**src/hdl/frlac_pkg.sv**
```systemverilog
// constants for the framer loopback, reset and remote alarm control block
package frlac_pkg;

	// ==========================================================
	// framers and register map
	localparam int          NUM_FRAMERS = 2;
	localparam int          ADDR_W      = 12;
	localparam int          DATA_W      = 8;
	localparam logic [11:0] SEC_LOOP_OFS_A = 12'h0679;
	localparam logic [11:0] RST_TRN_OFS_A  = 12'h067a;
	localparam logic [11:0] ALARM_OFS_A    = 12'h067b;
	localparam logic [11:0] STATUS_OFS_A   = 12'h06fe;
	localparam logic [11:0] SEC_LOOP_OFS_B = 12'h0c79;
	localparam logic [11:0] RST_TRN_OFS_B  = 12'h0c7a;
	localparam logic [11:0] ALARM_OFS_B    = 12'h0c7b;
	localparam logic [11:0] STATUS_OFS_B   = 12'h0cfe;

	// ==========================================================
	// reset values
	localparam logic [7:0] SEC_LOOP_RST = 8'h00;
	localparam logic [7:0] RST_TRN_RST  = 8'h00;
	localparam logic [7:0] ALARM_RST    = 8'h00;

	// ==========================================================
	// secondary loopback register fields
	localparam int SLOT_LSB   = 0;
	localparam int SLOT_W     = 5;
	localparam int LCODE_LSB  = 5;
	localparam int LCODE_W    = 2;
	localparam int SEC_RSV_BIT = 7;

	// ==========================================================
	// reset and transparent register fields
	localparam int SOFT_RESET_BIT   = 0;
	localparam int SOFT_RESTART_BIT = 1;
	localparam int REALIGN_BIT      = 2;
	localparam int TRANSP_BOTH_BIT  = 3;
	localparam int TRANSP_TX_BIT    = 4;
	localparam int SYNC_MASK_BIT    = 5;
	localparam logic [7:0] RST_TRN_WMASK = 8'h3e;

	// ==========================================================
	// remote alarm register fields
	localparam int AUTO_RFA_BIT    = 0;
	localparam int AUTO_SIG_BIT    = 1;
	localparam int AUTO_CRC_BIT    = 2;
	localparam int AUTO_TMR_BIT    = 3;
	localparam int AUTO_PAT8_BIT   = 4;
	localparam int AUTO_PATC_BIT   = 5;
	localparam int SEND_JAPAN_BIT  = 6;
	localparam int SEND_RFA_BIT    = 7;

	// ==========================================================
	// loop codes
	typedef enum logic [1:0] {
		FRLAC_SEC_NONE = 2'h0,
		FRLAC_SEC_SYS  = 2'h1,
		FRLAC_SEC_LINE = 2'h2,
		FRLAC_SEC_RSV  = 2'h3
	} frlac_sec_code_t;

	localparam logic [2:0] PRI_LINE_LOOP    = 3'h1;
	localparam logic [2:0] PRI_BOARD_LOOP   = 3'h2;
	localparam logic [2:0] PRI_PAYLOAD_REGEN = 3'h6;
	localparam logic [2:0] PRI_PAYLOAD_PASS = 3'h7;

	// ==========================================================
	// timing, in receive line clock cycles
	localparam int SOFT_RESET_LINE_CYCLES = 4;

endpackage : frlac_pkg

```
**src/hdl/frlac_reset_seq.sv**
```systemverilog
// per-framer soft reset sequencer and realign edge detector
`timescale 1ns/1ps
`default_nettype none

module frlac_reset_seq #(
	parameter int HOLD_CYCLES = frlac_pkg::SOFT_RESET_LINE_CYCLES
) (
	// clock and reset
	input  wire logic core_clk,
	input  wire logic sys_rst,
	// line clock enable
	input  wire logic line_clk_en,
	// commands from the register file
	input  wire logic soft_reset_start,
	input  wire logic restart_level,
	input  wire logic realign_level,
	// results
	output logic      soft_reset_busy,
	output logic      framer_rst,
	output logic      realign_pulse
);

	// ==========================================================
	// hold counter
	logic [3:0] cnt_q;
	logic       busy_q;
	logic       realign_prev_q;

	// counts line clock enables, not core cycles, so the hold scales with line rate
	always_ff @(posedge core_clk) begin
		if (sys_rst) begin
			busy_q <= 1'b0;
			cnt_q  <= 4'h0;
		end else if (soft_reset_start) begin
			busy_q <= 1'b1;
			cnt_q  <= 4'(HOLD_CYCLES);
		end else if (busy_q && line_clk_en) begin
			cnt_q <= cnt_q - 4'h1;
			if (cnt_q == 4'h1) begin
				busy_q <= 1'b0; // self-clear
			end
		end
	end

	// ==========================================================
	// realign rising edge
	always_ff @(posedge core_clk) begin
		if (sys_rst) begin
			realign_prev_q <= 1'b0;
			realign_pulse  <= 1'b0;
		end else begin
			realign_prev_q <= realign_level;
			realign_pulse  <= realign_level & ~realign_prev_q;
		end
	end

	// restart holds reset for as long as the level stays set
	always_ff @(posedge core_clk) begin
		if (sys_rst) begin
			framer_rst <= 1'b1;
		end else begin
			framer_rst <= soft_reset_start | busy_q | restart_level;
		end
	end

	assign soft_reset_busy = busy_q;

endmodule : frlac_reset_seq

`default_nettype wire

```
**src/hdl/frlac_ctrl.sv**
```systemverilog
// register bank and control decode for framer loopback, reset and alarm
//
// Operation
// - secondary loop acts only if slot differs and no line, board, payload loop
// - secondary register bits 4:0 hold the looped time slot number
// - bits 6:5 decode none, system loop, line loop, reserved
// - secondary register resets to zero; bit 7 is written as zero
// - soft reset holds framer four line clocks, defaults registers, self-clears
// - restart bit holds framer reset while set; datalink parameters reset
// - rising edge of reframe bit forces alignment loss and new search
// - transparent mode 1 passes data both ways, no frame alignment
// - DS1 transparent transmit takes F bit from system slot 0 bit 7
// - DS1 mode 1 receive copies line F bit into system slot 0 bit 7
// - CEPT mode 1 passes slot 0 unchanged in both directions
// - transparent mode 2 makes only transmit transparent
// - sync mask makes transmit framer ignore system frame sync after the first pulse since framer reset
// - auto remote alarm while receive framer has alignment loss
// - CEPT auto A bit on signalling multiframe loss
// - CEPT auto A bit on slot 0 multiframe loss
// - CEPT auto A bit on multiframe reframe timer expiry
// - CEPT auto A bit on spare pattern 1000 or 1100
// - bit 6 sends the Japanese D4 remote alarm
// - bit 7 sends remote alarm for the selected format
// - board loopback loops system data back and sends AIS on line
`timescale 1ns/1ps
`default_nettype none

module frlac_ctrl #(
	parameter int NF = frlac_pkg::NUM_FRAMERS
) (
	// clock and reset
	input  wire logic                   core_clk,
	input  wire logic                   sys_rst,
	// register port
	input  wire logic [11:0]            reg_addr,
	input  wire logic [7:0]             reg_wdata,
	input  wire logic                   reg_wr,
	input  wire logic                   reg_rd,
	output logic      [7:0]             reg_rdata,
	// per-framer receive line clock enable
	input  wire logic [NF-1:0]          rx_framer_line_clock,
	// per-framer format and primary loopback state
	input  wire logic [NF-1:0]          cept_mode,
	input  wire logic [NF-1:0][2:0]     primary_loop_code,
	input  wire logic [NF-1:0][4:0]     primary_slot_number,
	// per-framer receive framer conditions
	input  wire logic [NF-1:0]          rx_align_loss_flag,
	input  wire logic [NF-1:0]          rx_sig_mf_loss_flag,
	input  wire logic [NF-1:0]          rx_crc_mf_loss_flag,
	input  wire logic [NF-1:0]          rx_mf_timer_expired,
	input  wire logic [NF-1:0]          rx_spare_pattern_8,
	input  wire logic [NF-1:0]          rx_spare_pattern_c,
	// per-framer system frame sync
	input  wire logic [NF-1:0]          sys_frame_sync,
	// framer reset and realign
	output logic      [NF-1:0]          framer_rst,
	output logic      [NF-1:0]          datalink_param_reset,
	output logic      [NF-1:0]          force_realign,
	// secondary loopback
	output logic      [NF-1:0]          sec_loop_sys,
	output logic      [NF-1:0]          sec_loop_line,
	output logic      [NF-1:0][4:0]     secondary_slot_number,
	// primary board loopback side effects
	output logic      [NF-1:0]          board_loop_active,
	output logic      [NF-1:0]          line_ais_send,
	// transparent framing
	output logic      [NF-1:0]          tx_transparent,
	output logic      [NF-1:0]          rx_transparent,
	output logic      [NF-1:0]          rx_align_inhibit,
	output logic      [NF-1:0]          tx_fbit_from_sys,
	output logic      [NF-1:0]          rx_fbit_to_sys,
	output logic      [NF-1:0]          tx_ts0_from_sys,
	output logic      [NF-1:0]          rx_ts0_to_sys,
	// gated transmit frame sync
	output logic      [NF-1:0]          tx_frame_sync,
	// alarms to the transmit framer
	output logic      [NF-1:0]          send_remote_alarm,
	output logic      [NF-1:0]          send_a_bit,
	output logic      [NF-1:0]          send_japan_alarm
);

	// ==========================================================
	// address decode
	typedef enum logic [2:0] {
		FRLAC_SEL_NONE,
		FRLAC_SEL_SEC,
		FRLAC_SEL_RST,
		FRLAC_SEL_ALARM,
		FRLAC_SEL_STATUS
	} frlac_sel_t;

	// used for both the write and the read paths
	function automatic frlac_sel_t dec_reg(input logic [11:0] a, input int f);
		frlac_sel_t s;
		s = FRLAC_SEL_NONE;
		if (f == 0) begin
			if (a == frlac_pkg::SEC_LOOP_OFS_A) s = FRLAC_SEL_SEC;
			if (a == frlac_pkg::RST_TRN_OFS_A) s = FRLAC_SEL_RST;
			if (a == frlac_pkg::ALARM_OFS_A) s = FRLAC_SEL_ALARM;
			if (a == frlac_pkg::STATUS_OFS_A) s = FRLAC_SEL_STATUS;
		end else begin
			if (a == frlac_pkg::SEC_LOOP_OFS_B) s = FRLAC_SEL_SEC;
			if (a == frlac_pkg::RST_TRN_OFS_B) s = FRLAC_SEL_RST;
			if (a == frlac_pkg::ALARM_OFS_B) s = FRLAC_SEL_ALARM;
			if (a == frlac_pkg::STATUS_OFS_B) s = FRLAC_SEL_STATUS;
		end
		return s;
	endfunction : dec_reg

	// ==========================================================
	// per-framer register state
	logic [NF-1:0][7:0] sec_q;
	logic [NF-1:0][7:0] rst_q;
	logic [NF-1:0][7:0] alarm_q;
	logic [NF-1:0]      soft_start;
	logic [NF-1:0]      soft_busy;
	logic [NF-1:0]      sync_seen_q;
	logic [NF-1:0][7:0] rd_val;

	genvar g;
	generate
		for (g = 0; g < NF; g++) begin : g_fr
			frlac_sel_t wsel;
			frlac_sel_t rsel;
			logic       pri_blocks;
			logic       slot_clash;
			logic       auto_a_any;
			logic       auto_rfa;
			logic [1:0] code;

			assign wsel = reg_wr ? dec_reg(reg_addr, g) : FRLAC_SEL_NONE;
			assign rsel = dec_reg(reg_addr, g);
			assign soft_start[g] = (wsel == FRLAC_SEL_RST)
				&& reg_wdata[frlac_pkg::SOFT_RESET_BIT] && !soft_busy[g];

			// soft reset wipes the registers and keeps them at defaults while held
			always_ff @(posedge core_clk) begin
				if (sys_rst || soft_start[g] || soft_busy[g]) begin
					sec_q[g]   <= frlac_pkg::SEC_LOOP_RST;
					rst_q[g]   <= frlac_pkg::RST_TRN_RST;
					alarm_q[g] <= frlac_pkg::ALARM_RST;
				end else begin
					if (wsel == FRLAC_SEL_SEC) begin
						// reserved top bit never stored
						sec_q[g] <= {1'b0, reg_wdata[6:0]};
					end
					if (wsel == FRLAC_SEL_RST) begin
						rst_q[g] <= reg_wdata & frlac_pkg::RST_TRN_WMASK;
					end
					if (wsel == FRLAC_SEL_ALARM) begin
						alarm_q[g] <= reg_wdata;
					end
				end
			end

			frlac_reset_seq #(
				.HOLD_CYCLES(frlac_pkg::SOFT_RESET_LINE_CYCLES)
			) u_seq (
				.core_clk        (core_clk),
				.sys_rst         (sys_rst),
				.line_clk_en     (rx_framer_line_clock[g]),
				.soft_reset_start(soft_start[g]),
				.restart_level   (rst_q[g][frlac_pkg::SOFT_RESTART_BIT]),
				.realign_level   (rst_q[g][frlac_pkg::REALIGN_BIT]),
				.soft_reset_busy (soft_busy[g]),
				.framer_rst      (framer_rst[g]),
				.realign_pulse   (force_realign[g])
			);

			// ==================================================
			// secondary loopback qualification
			assign code = sec_q[g][frlac_pkg::LCODE_LSB +: frlac_pkg::LCODE_W];
			assign pri_blocks = (primary_loop_code[g] == frlac_pkg::PRI_LINE_LOOP)
				|| (primary_loop_code[g] == frlac_pkg::PRI_BOARD_LOOP)
				|| (primary_loop_code[g] == frlac_pkg::PRI_PAYLOAD_REGEN)
				|| (primary_loop_code[g] == frlac_pkg::PRI_PAYLOAD_PASS);
			assign slot_clash = primary_slot_number[g]
				== sec_q[g][frlac_pkg::SLOT_LSB +: frlac_pkg::SLOT_W];

			// reserved code and blocked cases both fall to no loopback
			always_ff @(posedge core_clk) begin
				if (sys_rst) begin
					sec_loop_sys[g]  <= 1'b0;
					sec_loop_line[g] <= 1'b0;
					secondary_slot_number[g] <= 5'h00;
				end else begin
					sec_loop_sys[g] <= !pri_blocks && !slot_clash
						&& (code == frlac_pkg::FRLAC_SEC_SYS);
					sec_loop_line[g] <= !pri_blocks && !slot_clash
						&& (code == frlac_pkg::FRLAC_SEC_LINE);
					secondary_slot_number[g] <=
						sec_q[g][frlac_pkg::SLOT_LSB +: frlac_pkg::SLOT_W];
				end
			end

			// board loopback returns system data and fills the line with AIS
			always_ff @(posedge core_clk) begin
				if (sys_rst) begin
					board_loop_active[g] <= 1'b0;
					line_ais_send[g]     <= 1'b0;
				end else begin
					board_loop_active[g] <=
						primary_loop_code[g] == frlac_pkg::PRI_BOARD_LOOP;
					line_ais_send[g] <=
						primary_loop_code[g] == frlac_pkg::PRI_BOARD_LOOP;
				end
			end

			// ==================================================
			// restart also sends datalink parameters back to defaults
			always_ff @(posedge core_clk) begin
				if (sys_rst) begin
					datalink_param_reset[g] <= 1'b1;
				end else begin
					datalink_param_reset[g] <= rst_q[g][frlac_pkg::SOFT_RESTART_BIT]
						| soft_busy[g];
				end
			end

			// ==================================================
			// transparent framing; datalink bit select is software's job
			always_ff @(posedge core_clk) begin
				if (sys_rst) begin
					tx_transparent[g]   <= 1'b0;
					rx_transparent[g]   <= 1'b0;
					rx_align_inhibit[g] <= 1'b0;
					tx_fbit_from_sys[g] <= 1'b0;
					rx_fbit_to_sys[g]   <= 1'b0;
					tx_ts0_from_sys[g]  <= 1'b0;
					rx_ts0_to_sys[g]    <= 1'b0;
				end else begin
					tx_transparent[g] <= rst_q[g][frlac_pkg::TRANSP_BOTH_BIT]
						| rst_q[g][frlac_pkg::TRANSP_TX_BIT];
					rx_transparent[g] <= rst_q[g][frlac_pkg::TRANSP_BOTH_BIT];
					rx_align_inhibit[g] <= rst_q[g][frlac_pkg::TRANSP_BOTH_BIT];
					tx_fbit_from_sys[g] <= !cept_mode[g]
						&& (rst_q[g][frlac_pkg::TRANSP_BOTH_BIT]
						|| rst_q[g][frlac_pkg::TRANSP_TX_BIT]);
					rx_fbit_to_sys[g] <= !cept_mode[g]
						&& rst_q[g][frlac_pkg::TRANSP_BOTH_BIT];
					tx_ts0_from_sys[g] <= cept_mode[g]
						&& (rst_q[g][frlac_pkg::TRANSP_BOTH_BIT]
						|| rst_q[g][frlac_pkg::TRANSP_TX_BIT]);
					rx_ts0_to_sys[g] <= cept_mode[g]
						&& rst_q[g][frlac_pkg::TRANSP_BOTH_BIT];
				end
			end

			// ==================================================
			// sync mask only bites once a pulse has set the counts up
			always_ff @(posedge core_clk) begin
				if (sys_rst || framer_rst[g]) begin
					sync_seen_q[g] <= 1'b0;
				end else if (sys_frame_sync[g]) begin
					sync_seen_q[g] <= 1'b1;
				end
			end

			always_ff @(posedge core_clk) begin
				if (sys_rst) begin
					tx_frame_sync[g] <= 1'b0;
				end else begin
					tx_frame_sync[g] <= sys_frame_sync[g]
						&& !(rst_q[g][frlac_pkg::SYNC_MASK_BIT]
						&& sync_seen_q[g]);
				end
			end

			// ==================================================
			// remote alarm and A bit
			assign auto_rfa = alarm_q[g][frlac_pkg::AUTO_RFA_BIT]
				&& rx_align_loss_flag[g];
			assign auto_a_any = cept_mode[g] && (
				(alarm_q[g][frlac_pkg::AUTO_SIG_BIT] && rx_sig_mf_loss_flag[g])
				|| (alarm_q[g][frlac_pkg::AUTO_CRC_BIT] && rx_crc_mf_loss_flag[g])
				|| (alarm_q[g][frlac_pkg::AUTO_TMR_BIT] && rx_mf_timer_expired[g])
				|| (alarm_q[g][frlac_pkg::AUTO_PAT8_BIT] && rx_spare_pattern_8[g])
				|| (alarm_q[g][frlac_pkg::AUTO_PATC_BIT] && rx_spare_pattern_c[g]));

			// level follows the causes, so it drops as soon as all clear
			always_ff @(posedge core_clk) begin
				if (sys_rst) begin
					send_remote_alarm[g] <= 1'b0;
					send_a_bit[g]        <= 1'b0;
					send_japan_alarm[g]  <= 1'b0;
				end else begin
					send_remote_alarm[g] <= auto_rfa || auto_a_any
						|| alarm_q[g][frlac_pkg::SEND_RFA_BIT];
					send_a_bit[g] <= cept_mode[g] && (auto_rfa || auto_a_any
						|| alarm_q[g][frlac_pkg::SEND_RFA_BIT]);
					send_japan_alarm[g] <=
						alarm_q[g][frlac_pkg::SEND_JAPAN_BIT];
				end
			end

			// ==================================================
			// read value; soft reset bit reads as busy until it self-clears
			always_comb begin
				unique case (rsel)
					FRLAC_SEL_SEC: rd_val[g] = sec_q[g];
					FRLAC_SEL_RST: rd_val[g] = rst_q[g]
						| {7'h00, soft_busy[g]};
					FRLAC_SEL_ALARM: rd_val[g] = alarm_q[g];
					FRLAC_SEL_STATUS: rd_val[g] = {3'h0, send_japan_alarm[g],
						send_remote_alarm[g], sec_loop_line[g],
						sec_loop_sys[g], framer_rst[g]};
					default: rd_val[g] = 8'h00;
				endcase
			end
		end
	endgenerate

	// ==========================================================
	// read data, present only in the cycle after the strobe
	always_ff @(posedge core_clk) begin
		if (sys_rst || !reg_rd) begin
			reg_rdata <= 8'h00;
		end else begin
			reg_rdata <= rd_val[0] | rd_val[1]; // unmapped reads give zero
		end
	end

endmodule : frlac_ctrl

`default_nettype wire

```
**config.mk**
```make
export PLATFORM = sky130hd
export DESIGN_NAME = frlac_ctrl
export DESIGN_NICKNAME = d
export VERILOG_FILES = /design/src/hdl/frlac_pkg.sv /design/src/hdl/frlac_reset_seq.sv /design/src/hdl/frlac_ctrl.sv
export SDC_FILE = /design/constraint.sdc
export NUM_CORES = 1
export LEC_CHECK = 0
export BUFFER_PORTS_ARGS = -buffer_cell sky130_fd_sc_hd__buf_2
export CAP_MARGIN = 20
export CORE_MARGIN = 2
export CORE_UTILIZATION = 55
export DETAILED_ROUTE_END_ITERATION = 12
export GPL_TIMING_DRIVEN = 0
export PLACE_DENSITY = 0.82
export SYNTH_ARGS = -nofsm -noshare
export SYNTH_HDL_FRONTEND = slang
export SYNTH_SLANG_ARGS = --single-unit
```
**constraint.sdc**
```tcl
create_clock -name core_clk -period 2.8 [get_ports core_clk]
set_clock_uncertainty 0.1 [all_clocks]
set_input_delay 0.14 -clock core_clk [delete_from_list [all_inputs] [get_ports core_clk]]
set_output_delay 0.14 -clock core_clk [all_outputs]
set_load 0.05 [all_outputs]
```
# Word-level counts from Yosys, hierarchy flattened
# Cells that the tools add are included.
# W data, S select, Z words.
dict set report word_totals {
  word_cells 214
  regBits 104
  in_bits 58
  output_inout_bits 54
}
dict set report classes {
  addsub 2
  reduce_logical 86
  bitwise 15
  muxes 22
  eq_ne 38
}
# cell count
set op_table {}
lappend op_table {{$pmux W8 S4} 2}
lappend op_table {{$eq A12 B11 Y1 const B} 4}
lappend op_table {{$eq A12 B12 Y1 const B} 4}
lappend op_table {{$logic_and A1 B1 Y1} 40}
lappend op_table {{$mux W3} 12}
lappend op_table {{$eq A3 B2 Y1 const B} 10}
lappend op_table {{$logic_or A1 B1 Y1} 27}
lappend op_table {{$eq A3 B1 Y1 const B} 6}
lappend op_table {{$eq A3 B3 Y1 const B} 6}
lappend op_table {{$or A6 B1 Y6} 2}
lappend op_table {{$logic_not A1 Y1} 11}
lappend op_table {{$eq A5 B5 Y1} 2}
lappend op_table {{$eq A4 B1 Y1 const B} 2}
lappend op_table {{$mux W1} 8}
lappend op_table {{$or A1 B1 Y1} 8}
lappend op_table {{$or A8 B8 Y8} 1}
lappend op_table {{$reduce_bool A2 Y1} 4}
lappend op_table {{$sub A4 B1 Y4 const B} 2}
lappend op_table {{$eq A2 B1 Y1 const B} 2}
lappend op_table {{$eq A2 B2 Y1 const B} 2}
lappend op_table {{$reduce_and A2 Y1} 2}
lappend op_table {{$reduce_or A2 Y1} 2}
lappend op_table {{$and A1 B1 Y1} 2}
lappend op_table {{$not A1 Y1} 2}

# Depth between registers and ports, before layout
dict set report depth {
  ltp_word 11
  mapped_depth 7
  depth_no_buf 5
}

# Hierarchy
# From an unflattened synthesis, not the netlist that was laid out.
dict set report unflattened {
  cells_unflattened 449
  area_unflattened_um2 4310.4
}
# module area_per_inst_um2 cells_per_inst n_inst seq_area_each_um2
set by_module_without_submodules {}
lappend by_module_without_submodules {frlac_ctrl 3652.3 385 1 1761.7}
lappend by_module_without_submodules {frlac_reset_seq 329.1 32 2 160.2}

# Worst setup path before layout
# No wires, ideal clock.
dict set report synth_path {
  kind {input-to-reg}
  start {input reg_addr[2]}
  end {register sec_q[0] (netlist bit)}
  path_stages 7
  setup_time_ns 0.122
  required_time_ns 2.578
  path_buffers 3
  arrival_ns 1.391
  slack_ns 1.187
  path_cell_list {nand4bb_1 > buf_6 > or4_4 > buf_6 > nand2b_4 > buf_12 > a21oi_2}
}
dict set report synth_between {
  elab_chain_len 11
  word_cells_on_any_way 15
  cone_classes {6 x eq/ne; 5 x mux; 4 x reduce/logical}
}
# item line_no
set synth_rtl {}
lappend synth_rtl {{start, declared} frlac_ctrl.sv:35} ;# input wire logic [11:0] reg_addr,
lappend synth_rtl {{$eq A12 B11 Y1} frlac_ctrl.sv:97} ;# if (a == frlac_pkg::SEC_LOOP_OFS_A) s = FRLAC_SEL_SEC;
lappend synth_rtl {{$mux W1} frlac_ctrl.sv:97}
lappend synth_rtl {{$mux W3} n/a}
lappend synth_rtl {{$mux W3} frlac_ctrl.sv:99} ;# if (a == frlac_pkg::ALARM_OFS_A) s = FRLAC_SEL_ALARM;
lappend synth_rtl {{$mux W3 *} frlac_ctrl.sv:100} ;# if (a == frlac_pkg::STATUS_OFS_A) s = FRLAC_SEL_STATUS;
lappend synth_rtl {{$mux W3 *} frlac_ctrl.sv:131} ;# assign wsel = reg_wr ? dec_reg(reg_addr, g) : FRLAC_SEL_NONE;
lappend synth_rtl {{$eq A3 B2 Y1} frlac_ctrl.sv:133} ;# assign soft_start[g] = (wsel == FRLAC_SEL_RST)
lappend synth_rtl {{$logic_and A1 B1 Y1 (2 in series)} frlac_ctrl.sv:134} ;# && reg_wdata[frlac_pkg::SOFT_RESET_BIT] && !soft_busy[g];
lappend synth_rtl {{$logic_or A1 B1 Y1 (2 in series)} frlac_ctrl.sv:138} ;# if (sys_rst || soft_start[g] || soft_busy[g]) begin
lappend synth_rtl {{end signal, assigned by index} frlac_ctrl.sv:139} ;# sec_q[g] <= frlac_pkg::SEC_LOOP_RST;
lappend synth_rtl {{end signal, assigned by index} frlac_ctrl.sv:145} ;# sec_q[g] <= {1'b0, reg_wdata[6:0]};
lappend synth_rtl {{end, declared} frlac_ctrl.sv:112} ;# logic [NF-1:0][7:0] sec_q;
# Mark *: on every way between the ends. The rest lies on a longest branch, timed or not.
# A chain may end at the register's enable or synchronous reset.

# Worst setup path in the final report
dict set report layout_path {
  start {input sys_rst}
  end {register line_ais_send[0]}
}
# item line_no
set layout_lines {}
lappend layout_lines {{start, declared} frlac_ctrl.sv:33} ;# input wire logic sys_rst,
lappend layout_lines {{end signal, assigned by index} frlac_ctrl.sv:204} ;# line_ais_send[g] <=
lappend layout_lines {{end, declared} frlac_ctrl.sv:65} ;# output logic [NF-1:0] line_ais_send,
# No word-level cell between the ends.

==> flow_summary.json <==
{
  "outcome": "complete, no violations",
  "htreeDepth": 3,
  "start_util_pct": 56.8,
  "wl_per_cell_um": 18.3,
  "die_w_um": 96.4,
  "tightest_slew_ps": 907,
  "drc": 0,
  "yosysMostFrequentCell": "dfxtp_1",
  "max-vdd-ir-drop_mv": 0.342,
  "ys.flop_type": "dfxtp_1",
  "drive_gt1_share_pct": 27.5,
  "synth_warnings": 0,
  "insertion_delay_ps": 390,
  "worst_path_largest_cell_delay_ps": 570,
  "pwr-share-seq_pct": 54.6,
  "clock.fmax_mhz": 427,
  "portBuffers": 110,
  "drtIter0Drc": 264,
  "dp_slack_ps": 897,
  "cpLargestDelayFamily": "buffers and inverters",
  "cts_setup_buffers": 0,
  "die_h_um": 96.4,
  "cts_buffers": 9,
  "synth_edf_count": 0,
  "cp_cell_sequence": "dlygate4sd3_1 > buf_2 > clkbuf_1 > buf_1 > nor4b_1 > dlygate4sd3_1",
  "cts.sinks": 104,
  "synth_cell_types": 61,
  "antenna_found_initial": 0,
  "coreArea_um2": 8260,
  "n_antenna_cell": 0,
  "async_flop_share_pct": 0,
  "critPathRequiredTime_ps": 2970,
  "setup_viol": 0,
  "switching_share_pct": 25.6,
  "slowest_stage": "dlygate4sd3_1",
  "power_frac_clock_pct": 36.7,
  "grt_max_degree": 19,
  "io_pins": 112,
  "overflow": 0,
  "power_mw": 2.73,
  "powerDensity_nw_per_um2": 475,
  "endpoint_kind": "flip-flop",
  "grt_pass1_wl_mm": 20.9,
  "hold_buffers": 16,
  "crit_top_cell": "dlygate4sd3_1",
  "setup_tns_ps": 0,
  "grt_util_all_layers_pct": 30.2,
  "dieArea_um2": 9280,
  "fin_ws_ps": 456,
  "min_path_type": "in2reg",
  "synth_fp_nets": 559,
  "cts_root_buffer": "clkbuf_8",
  "p_int_mw": 2.03,
  "netlist_top_cells_count": "dfxtp_1, o21ai_0, nand3_1",
  "critPathBufInv": 5,
  "rsz0062_at_grt": "no",
  "fin_crit_sh_pct": 83.7,
  "cp_max_fo": 10,
  "synth_seq_cells": 104,
  "drtAntennaViolNets": 0,
  "place_congestion": 0.950,
  "drt-vias-per-instance": 5.89,
  "area_growth_pct": 22.5,
  "critPathArrivalTime_ps": 2520,
  "switching_power_mw": 0.698,
  "clock_path_buffers": 2,
  "clk_pin_slew_ps": 100,
  "path_class": "in2reg",
  "cap_viol_max_count": 0,
  "slew_violations": 0,
  "synth_top_area_cell": "dfxtp_1",
  "p_leak_nw": 2.28,
  "hold_viol": 0,
  "pwr-share-comb_pct": 8.7,
  "slew_headroom_pct": 39.0,
  "dp_hpwl_mm": 10.1,
  "cts_resized": 0,
  "routed_wl_mm": 13.6,
  "final_nets": 696,
  "synthTopCellsByArea": "dfxtp_1, mux2i_1, o21ai_0, nand3_1, nor2b_1",
  "num_rows": 33,
  "synth_area_um2": 4690,
  "whs_ps": 31.8,
  "grt_pass1_vias": 4156,
  "vias": 4380,
  "dr.pass1.iters": 5,
  "syn_inst": 497,
  "yosysTopAreaCellShare_pct": 44.4,
  "post-route-util_pct": 69.6,
  "startpoint_type": "input pin",
  "cts_tree": "done",
  "period_needed_ps": 2340,
  "synth_seq_area_share_pct": 44.4,
  "syn_avg_cell_area_um2": 9.44
}
==> logic make-up (layout without fill, tap and decap cells) <==
kind of cell	after synthesis	in the layout	share of synthesized area (%)
flip-flops	104	104	44.4
AO/OA/AOI/OAI	134	134	19.0
multiplexers	24	24	5.15
adder cells (fa/ha/maj)	4	4	1.07
AND/OR/NAND/NOR	173	173	22.5
XOR/XNOR	12	12	2.24
buffers and inverters	46	188	5.57
==> state kept, by name (all words and copies together) (netlist names), 4 cells and up <==
signal                 flops
g_fr.code                  4
secondary_slot_number     10
reg_rdata                  8
g_fr.u_seq.cnt_q           8
rst_q                     10
alarm_q                   16
sec_q                     10
==> power by group through the flow <==
| stage | combinational (mW) | sequential [mW] | clock, mW |
|---|---|---|---|
| floorplan | 0.106 | 1.54 | 0 |
| global placement | 0.213 | 1.52 | 0 |
| detailed placement | 0.217 | 1.52 | 0 |
| CTS | 0.234 | 1.49 | 1.01 |
| global route | 0.255 | 1.49 | 1.06 |
| finish | 0.238 | 1.49 | 1.00 |
==> final timing paths <==
path / startpoint / to / slack [ps] / depth (start not counted)
hold reg to reg: g_fr[0].u_seq.realign_prev_q$_SDFF_PP0_ / g_fr[0].u_seq.realign_pulse$_SDFF_PP0_ / 290 / 1
setup reg to reg: g_fr[0].u_seq.soft_reset_busy$_SDFFE_PP0P_ / g_fr[0].code[1]$_SDFFE_PP0N_ / 1220 / 5
hold / removal: rx_framer_line_clock[1] / g_fr[1].u_seq.cnt_q[0]$_SDFFE_PP0P_ / 30 / 3
setup / recovery: sys_rst / line_ais_send[0]$_SDFF_PP0_ / 460 / 6
==> layout by cell type, fill, tap and decap left out, types with 5 or more instances in the layout <==
| master | count |
|---|---|
| nor4b_1 | 6 |
| nand2_1 | 13 |
| nand3b_1 | 12 |
| o21ai_0 | 37 |
| inv_1 | 9 |
| nand2b_1 | 6 |
| xor2_1 | 6 |
| a21oi_1 | 33 |
| xnor2_1 | 6 |
| dlygate4sd3_1 | 16 |
| a211oi_1 | 8 |
| mux2i_1 | 23 |
| nand3_1 | 35 |
| nor3_1 | 14 |
| dfxtp_1 | 104 |
| a22o_1 | 5 |
| buf_2 | 116 |
| a21oi_2 | 14 |
| and2_1 | 6 |
| clkbuf_1 | 13 |
| a2bb2oi_1 | 5 |
| buf_4 | 8 |
| nor2b_1 | 27 |
| clkbuf_8 | 10 |
| nor2_1 | 25 |
==> per-layer routing <==
metal / vias to the layer above / GRT usage, % / routed length, µm / share of wire [%]
met5: - / 0 / 0 / 0
met4: 0 / 10.4 / 295 / 2.2
met3: 24 / 6.66 / 1040 / 7.6
met2: 199 / 48.1 / 6420 / 47
met1: 2094 / 40.4 / 5850 / 43
li1: 2063 / - / - / -
==> worst min-delay path: cells and delay by family <==
family | cells | cell delay (ps)
compound gates | 2 | 180
buf+inv | 1 | 140
==> area by class of cell <==
type / count / area [µm²]
Fill cell: 637 / 2510
Multi-Input combinational cell: 347 / 2350
Sequential cell: 104 / 2080
Timing Repair Buffer: 126 / 711
Buffer: 37 / 228
Clock buffer: 10 / 138
Tap cell: 105 / 131
Clock inverter: 6 / 75.1
Inverter: 9 / 33.8
==> per-stage QoR <==
| step | cells | instance area [µm²] |
|---|---|---|
| 6_report | 744 | 5750 |
| 5_1_grt | 744 | 5750 |
| 4_1_cts | 744 | 5750 |
| 3_5_place_dp | 712 | 5370 |
| 3_3_place_gp | 712 | 5370 |
| 2_1_floorplan | 497 | 4690 |
No activity file was read; power rests on OpenSTA's default activity.
